**src/smd_pkg.sv**
```systemverilog
package smd_pkg;

  ////////////////////////////////////////////////////////////////////////////
  // Register map, byte addresses on the plain register port
  localparam logic [7:0] CTRL_OFF = 8'h40;
  localparam logic [7:0] STAT_OFF = 8'h44;
  localparam logic [7:0] TABLE_BASE_OFF = 8'h48;
  localparam logic [7:0] DET1_CMD_OFF = 8'h48;
  localparam logic [7:0] DET1_ADDR_OFF = 8'h4C;
  localparam logic [7:0] DET2_CMD_OFF = 8'h50;
  localparam logic [7:0] DET2_ADDR_OFF = 8'h54;
  localparam logic [7:0] DET3_CMD_OFF = 8'h58;
  localparam logic [7:0] DET3_ADDR_OFF = 8'h5C;
  localparam logic [7:0] TABLE_BYTES = 8'h18;
  localparam int TABLE_WORDS = 6;

  // Control register fields and values after reset
  localparam int CTRL_BYTE_MODE_BIT = 0;
  localparam logic CTRL_BYTE_MODE_RST = 1'b0;
  localparam logic [15:0] READ_COUNT_RST = 16'h0000;
  localparam logic [31:0] RDATA_RST = 32'h0000_0000;

  ////////////////////////////////////////////////////////////////////////////
  // Field positions inside a detection command word
  localparam int MASK_LSB = 24;
  localparam int ALEN_LSB = 22;
  localparam int RFU2_LSB = 20;
  localparam int LAT_LSB = 16;
  localparam int INSTR_LSB = 8;
  localparam int RFU6_LSB = 2;
  localparam int DESC_KIND_BIT = 1;
  localparam int END_FLAG_BIT = 0;

  // Field values
  localparam logic [1:0] ALEN_VARIABLE = 2'h3;
  localparam logic [1:0] RFU2_ONES = 2'h3;
  localparam logic [3:0] LAT_VARIABLE = 4'hF;
  localparam logic [7:0] READ_ANY_REG_INSTR = 8'h65;
  localparam logic [5:0] RFU6_ONES = 6'h3F;
  localparam logic DESC_KIND_COMMAND = 1'b0;
  localparam logic END_SET = 1'b1;
  localparam logic END_CLEAR = 1'b0;

  // Masks and target register addresses of the three detections
  localparam logic [7:0] DET1_MASK = 8'h08;
  localparam logic [7:0] DET2_MASK = 8'h04;
  localparam logic [7:0] DET3_MASK = 8'h02;
  localparam logic [31:0] NONVOLATILE_CONFIG_THREE_ADDR = 32'h0000_0004;
  localparam logic [31:0] NONVOLATILE_CONFIG_ONE_ADDR = 32'h0000_0002;

  typedef struct packed {
    logic [31:0] rdata;
    logic byte_mode;
    logic [15:0] read_count;
  } smd_state_t;

  // Assemble one detection command word from its mask and end flag
  function automatic logic [31:0] smd_det_word(input logic [7:0] mask, input logic last);
    smd_det_word = {mask, ALEN_VARIABLE, RFU2_ONES, LAT_VARIABLE, READ_ANY_REG_INSTR,
                    RFU6_ONES, DESC_KIND_COMMAND, last};
  endfunction : smd_det_word

endpackage : smd_pkg

```
**src/smd_sector_map_detect.sv**
```systemverilog
// Behaviour
// First descriptor address word points at nonvolatile_config_three, low byte first.
// Second descriptor mask selects only bit 2, param_sector_top_select.
// Every descriptor names read-any-register as its detection instruction.
// Address length field coded variable, host uses its current address width.
// Latency field coded variable, host inserts its configured dummy cycles.
// Second descriptor address word points at nonvolatile_config_one.
// Third descriptor mask selects only bit 1, uniform_block_size_select.
// Only the third descriptor sets the end flag; host stops after it.
// Every detection descriptor clears bit 1, marking a command descriptor.
// Reserved two-bit and six-bit fields of the first word read as ones.
// Top byte of each first word carries the read data mask.
// Third descriptor address word points at nonvolatile_config_three again.
// Host concatenates selected bits, first descriptor most significant, into index.
// Table bytes are returned on any read, independent of other state; here the byte mode still selects a byte or a whole word.
//
// Implementation choices: the strobed register port and the address map.
`timescale 1ns/1ps

module smd_sector_map_detect #(
  parameter int ADDR_W = 8
) (
  input wire logic mclk,
  input wire logic srst,
  input wire logic ce,
  input wire logic [ADDR_W-1:0] addr,
  input wire logic [31:0] wdata,
  input wire logic wr_stb,
  input wire logic rd_stb,
  output logic [31:0] rdata
);

  ////////////////////////////////////////////////////////////////////////////
  // Elaboration check: the map reaches byte 5Fh, so seven address bits at least
  if (ADDR_W < 7) begin : g_addr_check
    $error("smd_sector_map_detect: ADDR_W must be at least 7");
  end

  ////////////////////////////////////////////////////////////////////////////
  // Constant descriptor table, one entry per word
  // read-any-register
  // variable address length
  // variable latency
  // command descriptor kind
  // reserved fields ones
  // mask in top byte
  function automatic logic [31:0] smd_table_word(input logic [2:0] idx);
    case (idx)
      3'h0: smd_table_word = smd_pkg::smd_det_word(smd_pkg::DET1_MASK, smd_pkg::END_CLEAR);
      // first address word
      3'h1: smd_table_word = smd_pkg::NONVOLATILE_CONFIG_THREE_ADDR;
      // bit two mask
      3'h2: smd_table_word = smd_pkg::smd_det_word(smd_pkg::DET2_MASK, smd_pkg::END_CLEAR);
      // second address word
      3'h3: smd_table_word = smd_pkg::NONVOLATILE_CONFIG_ONE_ADDR;
      // bit one mask, end flag
      3'h4: smd_table_word = smd_pkg::smd_det_word(smd_pkg::DET3_MASK, smd_pkg::END_SET);
      // third address word
      3'h5: smd_table_word = smd_pkg::NONVOLATILE_CONFIG_THREE_ADDR;
      default: smd_table_word = 32'h0000_0000;
    endcase
  endfunction : smd_table_word

  ////////////////////////////////////////////////////////////////////////////
  // State
  smd_pkg::smd_state_t cur;
  smd_pkg::smd_state_t next_cur;
  logic [ADDR_W-1:0] table_off;
  logic in_table;
  logic [31:0] sel_word;
  logic [7:0] sel_byte;

  // Offset within the table; the compare keeps wrap-around below the base out
  assign table_off = addr - ADDR_W'(smd_pkg::TABLE_BASE_OFF);
  assign in_table = (addr >= ADDR_W'(smd_pkg::TABLE_BASE_OFF)) &&
                    (table_off < ADDR_W'(smd_pkg::TABLE_BYTES));
  assign sel_word = smd_table_word(table_off[4:2]);
  assign sel_byte = sel_word[8*table_off[1:0] +: 8];

  ////////////////////////////////////////////////////////////////////////////
  // Next state: decode, read data, control and read counter
  // table reads ignore all state but the byte mode
  always_comb begin
    next_cur = cur;
    // Read data stand one cycle only, zero otherwise
    next_cur.rdata = 32'h0000_0000;
    if (rd_stb) begin
      if (in_table) begin
        // Byte mode mirrors the byte-wide parameter area; word mode returns dwords
        if (cur.byte_mode) begin
          next_cur.rdata = {24'h000000, sel_byte};
        end else begin
          next_cur.rdata = sel_word;
        end
        next_cur.read_count = cur.read_count + 16'h0001;
      end else if (addr == ADDR_W'(smd_pkg::CTRL_OFF)) begin
        next_cur.rdata = {31'h0000_0000, cur.byte_mode};
      end else if (addr == ADDR_W'(smd_pkg::STAT_OFF)) begin
        next_cur.rdata = {16'h0000, cur.read_count};
      end else begin
        // Unmapped address reads as zero
        next_cur.rdata = 32'h0000_0000;
      end
    end
    if (wr_stb) begin
      // Table is constant; writes to it are dropped silently
      if (addr == ADDR_W'(smd_pkg::CTRL_OFF)) begin
        next_cur.byte_mode = wdata[smd_pkg::CTRL_BYTE_MODE_BIT];
      end else if (addr == ADDR_W'(smd_pkg::STAT_OFF)) begin
        next_cur.read_count = smd_pkg::READ_COUNT_RST;
      end
    end
  end

  ////////////////////////////////////////////////////////////////////////////
  // Register, reset by srst whatever the clock enable, otherwise frozen while it is low
  always_ff @(posedge mclk) begin
    if (srst) begin
      cur.rdata <= smd_pkg::RDATA_RST;
      cur.byte_mode <= smd_pkg::CTRL_BYTE_MODE_RST;
      cur.read_count <= smd_pkg::READ_COUNT_RST;
    end else if (ce) begin
      cur <= next_cur;
    end
  end

  assign rdata = cur.rdata;

  ////////////////////////////////////////////////////////////////////////////
  // Assertions, word and byte mode reads of each table word
  // first address word
  a_det1_addr_word: assert property (@(posedge mclk) disable iff (srst)
    (ce && rd_stb && !cur.byte_mode && addr == ADDR_W'(smd_pkg::DET1_ADDR_OFF))
    |=> (rdata == smd_pkg::NONVOLATILE_CONFIG_THREE_ADDR))
    else $error("first detection address word wrong");

  // least significant byte first
  a_det1_addr_byte: assert property (@(posedge mclk) disable iff (srst)
    (ce && rd_stb && cur.byte_mode && addr == ADDR_W'(smd_pkg::DET1_ADDR_OFF))
    |=> (rdata == {24'h000000, smd_pkg::NONVOLATILE_CONFIG_THREE_ADDR[7:0]}))
    else $error("first detection address low byte not first");

  // bit two mask
  a_det2_mask_sel: assert property (@(posedge mclk) disable iff (srst)
    (ce && rd_stb && !cur.byte_mode && addr == ADDR_W'(smd_pkg::DET2_CMD_OFF))
    |=> (rdata[31:24] == smd_pkg::DET2_MASK && $onehot(rdata[31:24])))
    else $error("second detection mask wrong");

  // instruction in every command word
  a_instr_field: assert property (@(posedge mclk) disable iff (srst)
    (ce && rd_stb && !cur.byte_mode && in_table && table_off[2:0] == 3'h0)
    |=> (rdata[15:8] == smd_pkg::READ_ANY_REG_INSTR))
    else $error("detection instruction wrong");

  // variable length and latency
  a_var_fields: assert property (@(posedge mclk) disable iff (srst)
    (ce && rd_stb && !cur.byte_mode && in_table && table_off[2:0] == 3'h0)
    |=> (rdata[23:22] == smd_pkg::ALEN_VARIABLE && rdata[19:16] == smd_pkg::LAT_VARIABLE))
    else $error("address length or latency not variable");

  // second address word
  a_det2_addr_word: assert property (@(posedge mclk) disable iff (srst)
    (ce && rd_stb && !cur.byte_mode && addr == ADDR_W'(smd_pkg::DET2_ADDR_OFF))
    |=> (rdata == smd_pkg::NONVOLATILE_CONFIG_ONE_ADDR))
    else $error("second detection address word wrong");

  // bit one mask
  a_det3_mask_sel: assert property (@(posedge mclk) disable iff (srst)
    (ce && rd_stb && !cur.byte_mode && addr == ADDR_W'(smd_pkg::DET3_CMD_OFF))
    |=> (rdata[31:24] == smd_pkg::DET3_MASK && $onehot(rdata[31:24])))
    else $error("third detection mask wrong");

  // end flag set on the third
  a_end_flag_last: assert property (@(posedge mclk) disable iff (srst)
    (ce && rd_stb && !cur.byte_mode && addr == ADDR_W'(smd_pkg::DET3_CMD_OFF))
    |=> (rdata[smd_pkg::END_FLAG_BIT] == smd_pkg::END_SET))
    else $error("end flag missing on third descriptor");

  // earlier flags clear
  a_end_flag_clear: assert property (@(posedge mclk) disable iff (srst)
    (ce && rd_stb && !cur.byte_mode && in_table && table_off[2:0] == 3'h0 &&
     addr != ADDR_W'(smd_pkg::DET3_CMD_OFF))
    |=> (rdata[smd_pkg::END_FLAG_BIT] == smd_pkg::END_CLEAR))
    else $error("end flag set on an earlier descriptor");

  // kind bit and reserved fields
  a_kind_rfu: assert property (@(posedge mclk) disable iff (srst)
    (ce && rd_stb && !cur.byte_mode && in_table && table_off[2:0] == 3'h0)
    |=> (rdata[1] == smd_pkg::DESC_KIND_COMMAND && rdata[21:20] == 2'h3 && rdata[7:2] == 6'h3F))
    else $error("kind bit or reserved fields wrong");

  // mask byte read alone in byte mode
  a_mask_top_byte: assert property (@(posedge mclk) disable iff (srst)
    (ce && rd_stb && cur.byte_mode && addr == ADDR_W'(smd_pkg::DET1_CMD_OFF + 8'h03))
    |=> (rdata == {24'h000000, smd_pkg::DET1_MASK}))
    else $error("mask not in top byte");

  // third address word
  a_det3_addr_word: assert property (@(posedge mclk) disable iff (srst)
    (ce && rd_stb && !cur.byte_mode && addr == ADDR_W'(smd_pkg::DET3_ADDR_OFF))
    |=> (rdata == smd_pkg::NONVOLATILE_CONFIG_THREE_ADDR))
    else $error("third detection address word wrong");

  // same answer twice on back-to-back reads, address and mode unchanged
  a_read_stable: assert property (@(posedge mclk) disable iff (srst)
    (ce && rd_stb && in_table) ##1 (ce && rd_stb && $stable(addr) && $stable(cur.byte_mode))
    |=> (rdata == $past(rdata)))
    else $error("table read not constant");

  // Read data last one cycle only
  a_rdata_pulse: assert property (@(posedge mclk) disable iff (srst)
    (ce && !rd_stb) |=> (rdata == 32'h0000_0000))
    else $error("read data held past its cycle");

  ////////////////////////////////////////////////////////////////////////////
  // Assertions, single fields of the table
  // first mask top byte
  a_det1_mask_sel: assert property (@(posedge mclk) disable iff (srst)
    (ce && rd_stb && !cur.byte_mode && addr == ADDR_W'(smd_pkg::DET1_CMD_OFF))
    |=> (rdata[31:24] == smd_pkg::DET1_MASK))
    else $error("first detection mask wrong");

  // instruction byte
  a_instr_byte: assert property (@(posedge mclk) disable iff (srst)
    (ce && rd_stb && cur.byte_mode && in_table && table_off[2:0] == 3'h1)
    |=> (rdata == {24'h000000, smd_pkg::READ_ANY_REG_INSTR}))
    else $error("instruction byte wrong");

  // variable fields byte
  a_var_byte: assert property (@(posedge mclk) disable iff (srst)
    (ce && rd_stb && cur.byte_mode && in_table && table_off[2:0] == 3'h2)
    |=> (rdata == {24'h000000, smd_pkg::ALEN_VARIABLE, smd_pkg::RFU2_ONES, smd_pkg::LAT_VARIABLE}))
    else $error("length or latency byte wrong");

  // kind and reserved
  a_low_byte: assert property (@(posedge mclk) disable iff (srst)
    (ce && rd_stb && cur.byte_mode && in_table && table_off[2:0] == 3'h0)
    |=> (rdata[7:2] == smd_pkg::RFU6_ONES && rdata[1] == smd_pkg::DESC_KIND_COMMAND))
    else $error("kind or reserved byte wrong");

  // one-hot mask byte
  a_mask_byte: assert property (@(posedge mclk) disable iff (srst)
    (ce && rd_stb && cur.byte_mode && in_table && table_off[2:0] == 3'h3)
    |=> (rdata[31:8] == 24'h000000 && $onehot(rdata[7:0])))
    else $error("mask byte not one-hot");

  // end flag byte
  a_det3_end_byte: assert property (@(posedge mclk) disable iff (srst)
    (ce && rd_stb && cur.byte_mode && addr == ADDR_W'(smd_pkg::DET3_CMD_OFF))
    |=> (rdata == {24'h000000, smd_pkg::RFU6_ONES, smd_pkg::DESC_KIND_COMMAND, smd_pkg::END_SET}))
    else $error("third descriptor low byte wrong");

  // upper address bytes
  a_addr_high_zero: assert property (@(posedge mclk) disable iff (srst)
    (ce && rd_stb && cur.byte_mode && in_table && table_off[2] &&
     table_off[1:0] != 2'h0)
    |=> (rdata == 32'h0000_0000))
    else $error("upper address byte not zero");

  // second address byte
  a_det2_addr_byte: assert property (@(posedge mclk) disable iff (srst)
    (ce && rd_stb && cur.byte_mode && addr == ADDR_W'(smd_pkg::DET2_ADDR_OFF))
    |=> (rdata == {24'h000000, smd_pkg::NONVOLATILE_CONFIG_ONE_ADDR[7:0]}))
    else $error("second detection address byte wrong");

  // third address byte
  a_det3_addr_byte: assert property (@(posedge mclk) disable iff (srst)
    (ce && rd_stb && cur.byte_mode && addr == ADDR_W'(smd_pkg::DET3_ADDR_OFF))
    |=> (rdata == {24'h000000, smd_pkg::NONVOLATILE_CONFIG_THREE_ADDR[7:0]}))
    else $error("third detection address byte wrong");

  // upper bytes zero
  a_byte_upper_zero: assert property (@(posedge mclk) disable iff (srst)
    (ce && rd_stb && cur.byte_mode && in_table)
    |=> (rdata[31:8] == 24'h000000))
    else $error("byte read carries upper bits");

  ////////////////////////////////////////////////////////////////////////////
  // Assertions, control, counter, reset and clock enable
  // control readback
  a_ctrl_read: assert property (@(posedge mclk) disable iff (srst)
    (ce && rd_stb && addr == ADDR_W'(smd_pkg::CTRL_OFF))
    |=> (rdata[31:1] == 31'h0000_0000 && rdata[0] == $past(cur.byte_mode)))
    else $error("control readback wrong");

  // counter readback
  a_stat_read: assert property (@(posedge mclk) disable iff (srst)
    (ce && rd_stb && addr == ADDR_W'(smd_pkg::STAT_OFF))
    |=> (rdata == {16'h0000, $past(cur.read_count)}))
    else $error("counter readback wrong");

  // unmapped reads zero
  a_unmapped_zero: assert property (@(posedge mclk) disable iff (srst)
    (ce && rd_stb && !in_table && addr != ADDR_W'(smd_pkg::CTRL_OFF) &&
     addr != ADDR_W'(smd_pkg::STAT_OFF))
    |=> (rdata == 32'h0000_0000))
    else $error("unmapped read not zero");

  // Byte mode set by write
  a_ctrl_write_set: assert property (@(posedge mclk) disable iff (srst)
    (ce && wr_stb && addr == ADDR_W'(smd_pkg::CTRL_OFF) && wdata[smd_pkg::CTRL_BYTE_MODE_BIT])
    |=> cur.byte_mode)
    else $error("byte mode not set by write");

  // Byte mode cleared by write
  a_ctrl_write_clear: assert property (@(posedge mclk) disable iff (srst)
    (ce && wr_stb && addr == ADDR_W'(smd_pkg::CTRL_OFF) &&
     !wdata[smd_pkg::CTRL_BYTE_MODE_BIT])
    |=> !cur.byte_mode)
    else $error("byte mode not cleared by write");

  // Counter cleared by write
  a_count_clear: assert property (@(posedge mclk) disable iff (srst)
    (ce && wr_stb && addr == ADDR_W'(smd_pkg::STAT_OFF))
    |=> (cur.read_count == smd_pkg::READ_COUNT_RST))
    else $error("read counter not cleared");

  // counter counts table reads
  a_count_step: assert property (@(posedge mclk) disable iff (srst)
    (ce && rd_stb && in_table)
    |=> (cur.read_count == $past(cur.read_count) + 16'h0001))
    else $error("read counter did not step");

  // table writes dropped
  a_table_write_drop: assert property (@(posedge mclk) disable iff (srst)
    (ce && wr_stb && !rd_stb && in_table)
    |=> ($stable(cur.byte_mode) && $stable(cur.read_count)))
    else $error("table write changed state");

  // Clock enable low freezes all
  a_ce_freeze: assert property (@(posedge mclk) disable iff (srst)
    (!ce)
    |=> ($stable(rdata) && $stable(cur.byte_mode) && $stable(cur.read_count)))
    else $error("state moved with clock enable low");

  // Reset values
  a_reset_state: assert property (@(posedge mclk)
    srst |=> (rdata == smd_pkg::RDATA_RST && cur.byte_mode == smd_pkg::CTRL_BYTE_MODE_RST
    && cur.read_count == smd_pkg::READ_COUNT_RST))
    else $error("state not cleared by reset");

  // Answers only from a read or a freeze
  a_rdata_source: assert property (@(posedge mclk) disable iff (srst)
    (rdata != 32'h0000_0000)
    |-> ($past(rd_stb) || !$past(ce)))
    else $error("read data without a read");

endmodule : smd_sector_map_detect

```
**config.mk**
```make
export PLATFORM = sky130hd
export DESIGN_NAME = smd_sector_map_detect
export DESIGN_NICKNAME = d
export VERILOG_FILES = /design/src/smd_pkg.sv /design/src/smd_sector_map_detect.sv
export SDC_FILE = /design/constraint.sdc
export NUM_CORES = 1
export LEC_CHECK = 0
export BUFFER_PORTS_ARGS = -buffer_cell sky130_fd_sc_hd__buf_4
export CAP_MARGIN = 15
export CORE_MARGIN = 2
export CORE_UTILIZATION = 55
export DETAILED_ROUTE_END_ITERATION = 12
export GPL_TIMING_DRIVEN = 0
export PLACE_DENSITY = 0.86
export SETUP_SLACK_MARGIN = 0.4
export SYNTH_ARGS = -nofsm -noshare
export SYNTH_HDL_FRONTEND = slang
export SYNTH_SLANG_ARGS = --single-unit
```
**constraint.sdc**
```tcl
create_clock -name mclk -period 3.85 [get_ports mclk]
set_clock_uncertainty 0.15 [all_clocks]
set_input_delay 0.1925 -clock mclk [delete_from_list [all_inputs] [get_ports mclk]]
set_output_delay 0.1925 -clock mclk [all_outputs]
set_load 0.01 [all_outputs]
```
== Word-level counts from Yosys, hierarchy flattened ==
Cells that the tools add are included.
Widths: inputs -> output; s select.

* Register bits after elaboration: 49
* Input port bits: 45
* Output and inout port bits: 32
* Word-level logic and storage cells: 30

* $add $sub $neg: 2
* $lt $le $gt $ge: 2
* Eq/ne operators: 7
* Shifts and indexed selects: 1
* Muxes and demuxes: 11
* Reductions and logical operators: 4

{| class="wikitable"
|+ Operators with widths
! kind !! count
|-
| $pmux 28 s5 || 1
|-
| $mux 16 || 7
|-
| $mux 32 || 2
|-
| $shiftx 32x6->8 || 1
|-
| $mux 28 || 1
|-
| $add 16x1->16 const B || 1
|-
| $eq 8x7->1 const B || 2
|-
| $ge 8x7->1 const B || 1
|-
| $lt 8x5->1 const B || 1
|-
| $sub 8x7->8 const B || 1
|-
| $eq 3x2->1 const B || 2
|-
| $eq 3x3->1 const B || 2
|-
| $eq 3x1->1 const B || 1
|-
| $logic_not 3->1 || 1
|-
| $reduce_and 3->1 || 1
|-
| $reduce_or 2->1 || 1
|-
| $logic_and 1x1->1 || 1
|}

== Logic depth before layout (Yosys ltp) ==
* Depth in word-level cells: 8
* Mapped depth: 9
* Mapped depth without buffers: 6

== Worst setup path after synthesis ==
Ideal clock, no wire load.

* Kind: input to register
* From: input port addr[3]
* To: register rdata[2] (netlist name)
* Library setup time: 136 ps
* Data arrival time: 1,951 ps
* Required time: 3,564 ps
* Slack: 1,613 ps
* Stages: 8
* Buffers on the path: 2
* Cells stage by stage: buf_2 inv_1 ha_1 buf_2 nor4b_1 or4_1 a2111oi_0 a211oi_1

* Word-level cells in the longest chain between the ends: 8
* Elaborated cells between the ends (all ways): 20
* Those cells by class: 1 x add/sub; 2 x order compare; 7 x eq/ne; 1 x shift; 6 x mux; 3 x reduce/logical

{| class="wikitable"
|+ Ends and longest elaborated chain
! item !! RTL line !! RTL
|-
| start: declaration || smd_sector_map_detect.sv:26 || <nowiki>input wire logic [ADDR_W-1:0] addr,</nowiki>
|-
| $sub 8x7->8 || smd_sector_map_detect.sv:74 || <nowiki>assign table_off = addr - ADDR_W'(smd_pkg::TABLE_BASE_OFF);</nowiki>
|-
| $eq 3x3->1 or $eq 3x1->1 (tied branches) || smd_sector_map_detect.sv:48 || <nowiki>case (idx)</nowiki>
|-
| $reduce_or 2->1 (no source line) || -- ||
|-
| $pmux 28 s5 || smd_sector_map_detect.sv:48 ||
|-
| $shiftx 32x6->8 || smd_sector_map_detect.sv:78 || <nowiki>assign sel_byte = sel_word[8*table_off[1:0] +: 8];</nowiki>
|-
| $mux 28 || smd_sector_map_detect.sv:90 || <nowiki>if (cur.byte_mode) begin</nowiki>
|-
| $mux 32 * || smd_sector_map_detect.sv:88 || <nowiki>if (in_table) begin</nowiki>
|-
| $mux 32 * || smd_sector_map_detect.sv:87 || <nowiki>if (rd_stb) begin</nowiki>
|}

Every way passes the cells marked *; elsewhere a longest branch is shown, timed or not.
A chain may end at the register's enable or synchronous reset.

== Final worst setup path ==
* From: input port addr[3]
* To: register rdata[13] (netlist name)

* Word-level cells in the longest chain between the ends: 7
* Elaborated cells between the ends (all ways): 19
* Those cells by class: 1 x add/sub; 2 x order compare; 7 x eq/ne; 6 x mux; 3 x reduce/logical

{| class="wikitable"
|+ Ends and longest elaborated chain
! item !! RTL line
|-
| $sub 8x7->8 || smd_sector_map_detect.sv:74
|-
| $eq 3x3->1 or $eq 3x1->1 (tied branches) || smd_sector_map_detect.sv:48
|-
| $reduce_or 2->1 (no source line) || --
|-
| $pmux 28 s5 || smd_sector_map_detect.sv:48
|-
| $mux 28 || smd_sector_map_detect.sv:90
|-
| $mux 32 * || smd_sector_map_detect.sv:88
|-
| $mux 32 * || smd_sector_map_detect.sv:87
|}

Marked as above.

==> results.toml <==
[status]
status = "finished clean"

[sta]
maxSlewViolCount = 0
fmax_ghz = 0.3884
tns_ns = 0
slew_headroom_pct = 33.36
rsz0062_at_grt = "false"
setup_viol = 0
fin_ws_ns = 1.275
finalHoldViolations = 0
worst_pin_slew_ns = 0.9919
fin_crit_sh_pct = 66.88
holdWs_ns = 0.08822
period_minus_slack_ns = 2.575

[synth]
async_reset_ff_share_pct = 0
synth-compound-area-share_pct = 20.68
synthSimpleGateAreaFrac_pct = 27.39
synth_flop_cell = "dfxtp_1"
ys_seq_elements = 37
synthMuxAreaShare_pct = 2.961
seq_area_frac_synth_pct = 31.31
synth_top_family_by_area = "simple AND/OR/NAND/NOR gates"
netlist_instances = 288
yosys_warnings = 0
yosys.area_share.xor_xnor_pct = 0.7403
synthAdderAreaFrac_pct = 1.058
synth_area_per_cell_um2 = 8.215
yosys.cell_types.count = 53
synth_edf_count = 0
syn_area_um2 = 2366

[setup_path]
path_delay_family = "buffers and inverters"
critical_path.max_fanout = 10
cp-end-kind = "flip-flop"
path_cells = "buf_4, buf_2, inv_1, ha_1, buf_2, or2_0, buf_1, nand2_1, o311ai_1, a221oi_1"
cp.arrival_ns = 2.58
crit_path_start_kind = "input port"
cpMostUsedCell = "buf_2"
cp.required_ns = 3.85
path_class = "input port to flip-flop"
worst-path-buf-inv = 5
max_stage_delay_ns = 0.63
slowest_stage = "o311ai_1"

[layout]
final_cell_area_um2 = 2867
final_cell_mix = "buf_4 (73), dfxtp_1 (37), nand2_1 (34)"
areaGrowthSynthToFinish_pct = 21.15
antennaDiodeCount = 0
utilization_pct = 70.64
drive_gt1_share_pct = 28.24
final_common_cell = "buf_4"
nNetsFinal = 386
fin_cells = 390

[global_route]
grt_pass1_vias = 2084
grt_overflow = 0
grt_pass1_wl_um = 9991
grt_max_degree = 13
grt.total_usage_pct = 25.36
antenna_found_initial = 0

[routing]
drt_iter0_markers = 304
vias_per_cell = 6.154
num_vias = 2400
post_drt_wl_per_cell_um = 15.76
drt_wl_total_um = 6148
drcViolationCount = 0
drtAntennaViolNets = 0
firstDrtPassIters = 5

[placement]
portBuffers = 39
hpwl_um = 4459
dp_slack_ns = 1.047
placed_cell_area_um2 = 2736
gp_congestion = 0.8924
placed_cells = 381

[cts]
clock_sinks = 37
clockBufferDepth = 2
clk_latency_ns = 0.29
htree_levels = 2
cts_buffers = 5
post-cts-setup-buffer-count = 0
cts_tree = "done"
cts-root-buf = "clkbuf_8"
clk_pin_slew_ns = 0.08

[pwr]
fin_total_pwr_uw = 855.2
pwr-share-seq_pct = 45.1
power_frac_comb_pct = 13.3
internal-power_uw = 637.6
p_clk_share_pct = 41.5
powerDensity_nw_per_um2 = 298.4
leakage_nw = 1.120
p_sw_share_pct = 25.44
netSwitchingPower_uw = 217.6
vdd_drop_max_mv = 0.2196

[floorplanning]
die-area_um2 = 4843
coreArea_um2 = 4058
die_x_um = 69.59
die_y_um = 69.59
pin_count = 77
rows = 23
initial_core_util_pct = 58.31

[flow_run]
cap_viol_max_count = 0

[min_path]
holdCritPathClass = "input port to flip-flop"
[worst paths after layout]
| check | start | to | slack, ns | cells after the start |
|---|---|---|---|---|
| worst min register to register | rdata[26]$_SDFFE_PP0P_ | rdata[26]$_SDFFE_PP0P_ | 0.31 | 2 |
| worst min-delay path | addr[2] | rdata[26]$_SDFFE_PP0P_ | 0.09 | 4 |
| worst max register to register | cur[16]$_SDFFE_PP0P_ | rdata[2]$_SDFFE_PP0P_ | 1.75 | 5 |
| worst max-delay path | addr[3] | rdata[13]$_SDFFE_PP0P_ | 1.28 | 10 |
[power by group through the flow]
| stage | clock (mW) | sequential (mW) | combinational (mW) |
|---|---|---|---|
| after floorplan | 0 | 0.394 | 0.0722 |
| after global placement | 0 | 0.395 | 0.107 |
| after detailed placement | 0 | 0.395 | 0.109 |
| after CTS | 0.357 | 0.386 | 0.111 |
| after global routing | 0.378 | 0.386 | 0.122 |
| final | 0.355 | 0.386 | 0.114 |
[cell usage after synthesis, types with 2 or more instances]
| cell type | instances | area (µm²) |
|---|---|---|
| a21oi_1 | 21 | 105.1 |
| nand2_1 | 34 | 127.6 |
| buf_4 | 34 | 255.2 |
| nand3_1 | 8 | 40.04 |
| clkbuf_1 | 9 | 33.78 |
| nand4b_1 | 3 | 26.28 |
| or3_1 | 4 | 25.02 |
| a31oi_1 | 2 | 12.51 |
| a32oi_1 | 6 | 52.55 |
| nor2_1 | 8 | 30.03 |
| or4_1 | 9 | 67.56 |
| nor2b_1 | 6 | 37.54 |
| and4_1 | 3 | 26.28 |
| and3_1 | 3 | 18.77 |
| a22o_1 | 5 | 43.79 |
| nand4_1 | 6 | 37.54 |
| a211oi_1 | 2 | 15.01 |
| nor4b_1 | 6 | 52.55 |
| nor4_1 | 2 | 12.51 |
| nor3_1 | 6 | 30.03 |
| a221oi_1 | 8 | 70.07 |
| buf_1 | 2 | 7.510 |
| inv_1 | 5 | 18.77 |
| buf_2 | 9 | 45.04 |
| dfxtp_1 | 37 | 740.7 |
| o21ai_0 | 4 | 20.02 |
| o31ai_1 | 7 | 52.55 |
| o311ai_1 | 2 | 17.52 |
| mux2i_1 | 7 | 70.07 |
| nand2b_1 | 6 | 37.54 |
| ha_1 | 2 | 25.02 |
[sequential cells by signal, summed over array words and instances, names as in the netlist]
name and cells:
rdata 20, cur 17
[kinds of logic (layout without fill, tap and decap cells)]
group	after synthesis	after routing
buf+inv	60	108
fa+ha+maj	2	2
compound gates	68	68
mux	7	7
simple gates	111	111
flops	37	37
other cells	1	5
xor+xnor	2	2
[final cells by class]
class	instances	area, µm²
inverter	5	18.77
multi-input combinational	195	1269
timing repair buffer	40	302.8
clock buffer	6	82.58
buffer	55	352.8
sequential	37	740.7
fill	333	1191
clock inverter	2	37.54
tap	50	62.56
[per-layer routing]
metal / routed length, µm / GRT usage (%) / vias up
li1: - / - / 1140
met1: 2589 / 34.33 / 1127
met2: 2931 / 39.74 / 121
met3: 535 / 5.378 / 12
met4: 91 / 9.368 / 0
met5: 0 / 0 / -
[tightest hold or removal path, cell delays in order]
cell and delay, ns:
buf_4 0.09, nor4b_1 0.06, nand4b_1 0.09, a21oi_1 0.06
[what timing repair did]
item                                    4_1_cts  5_1_grt
hold buffers                                  1        0
resized for setup                             0        0
hold endpoints to repair                      1        0
endpoints found under the setup margin        0        0
Note: power is estimated with default switching activity, not from simulation.
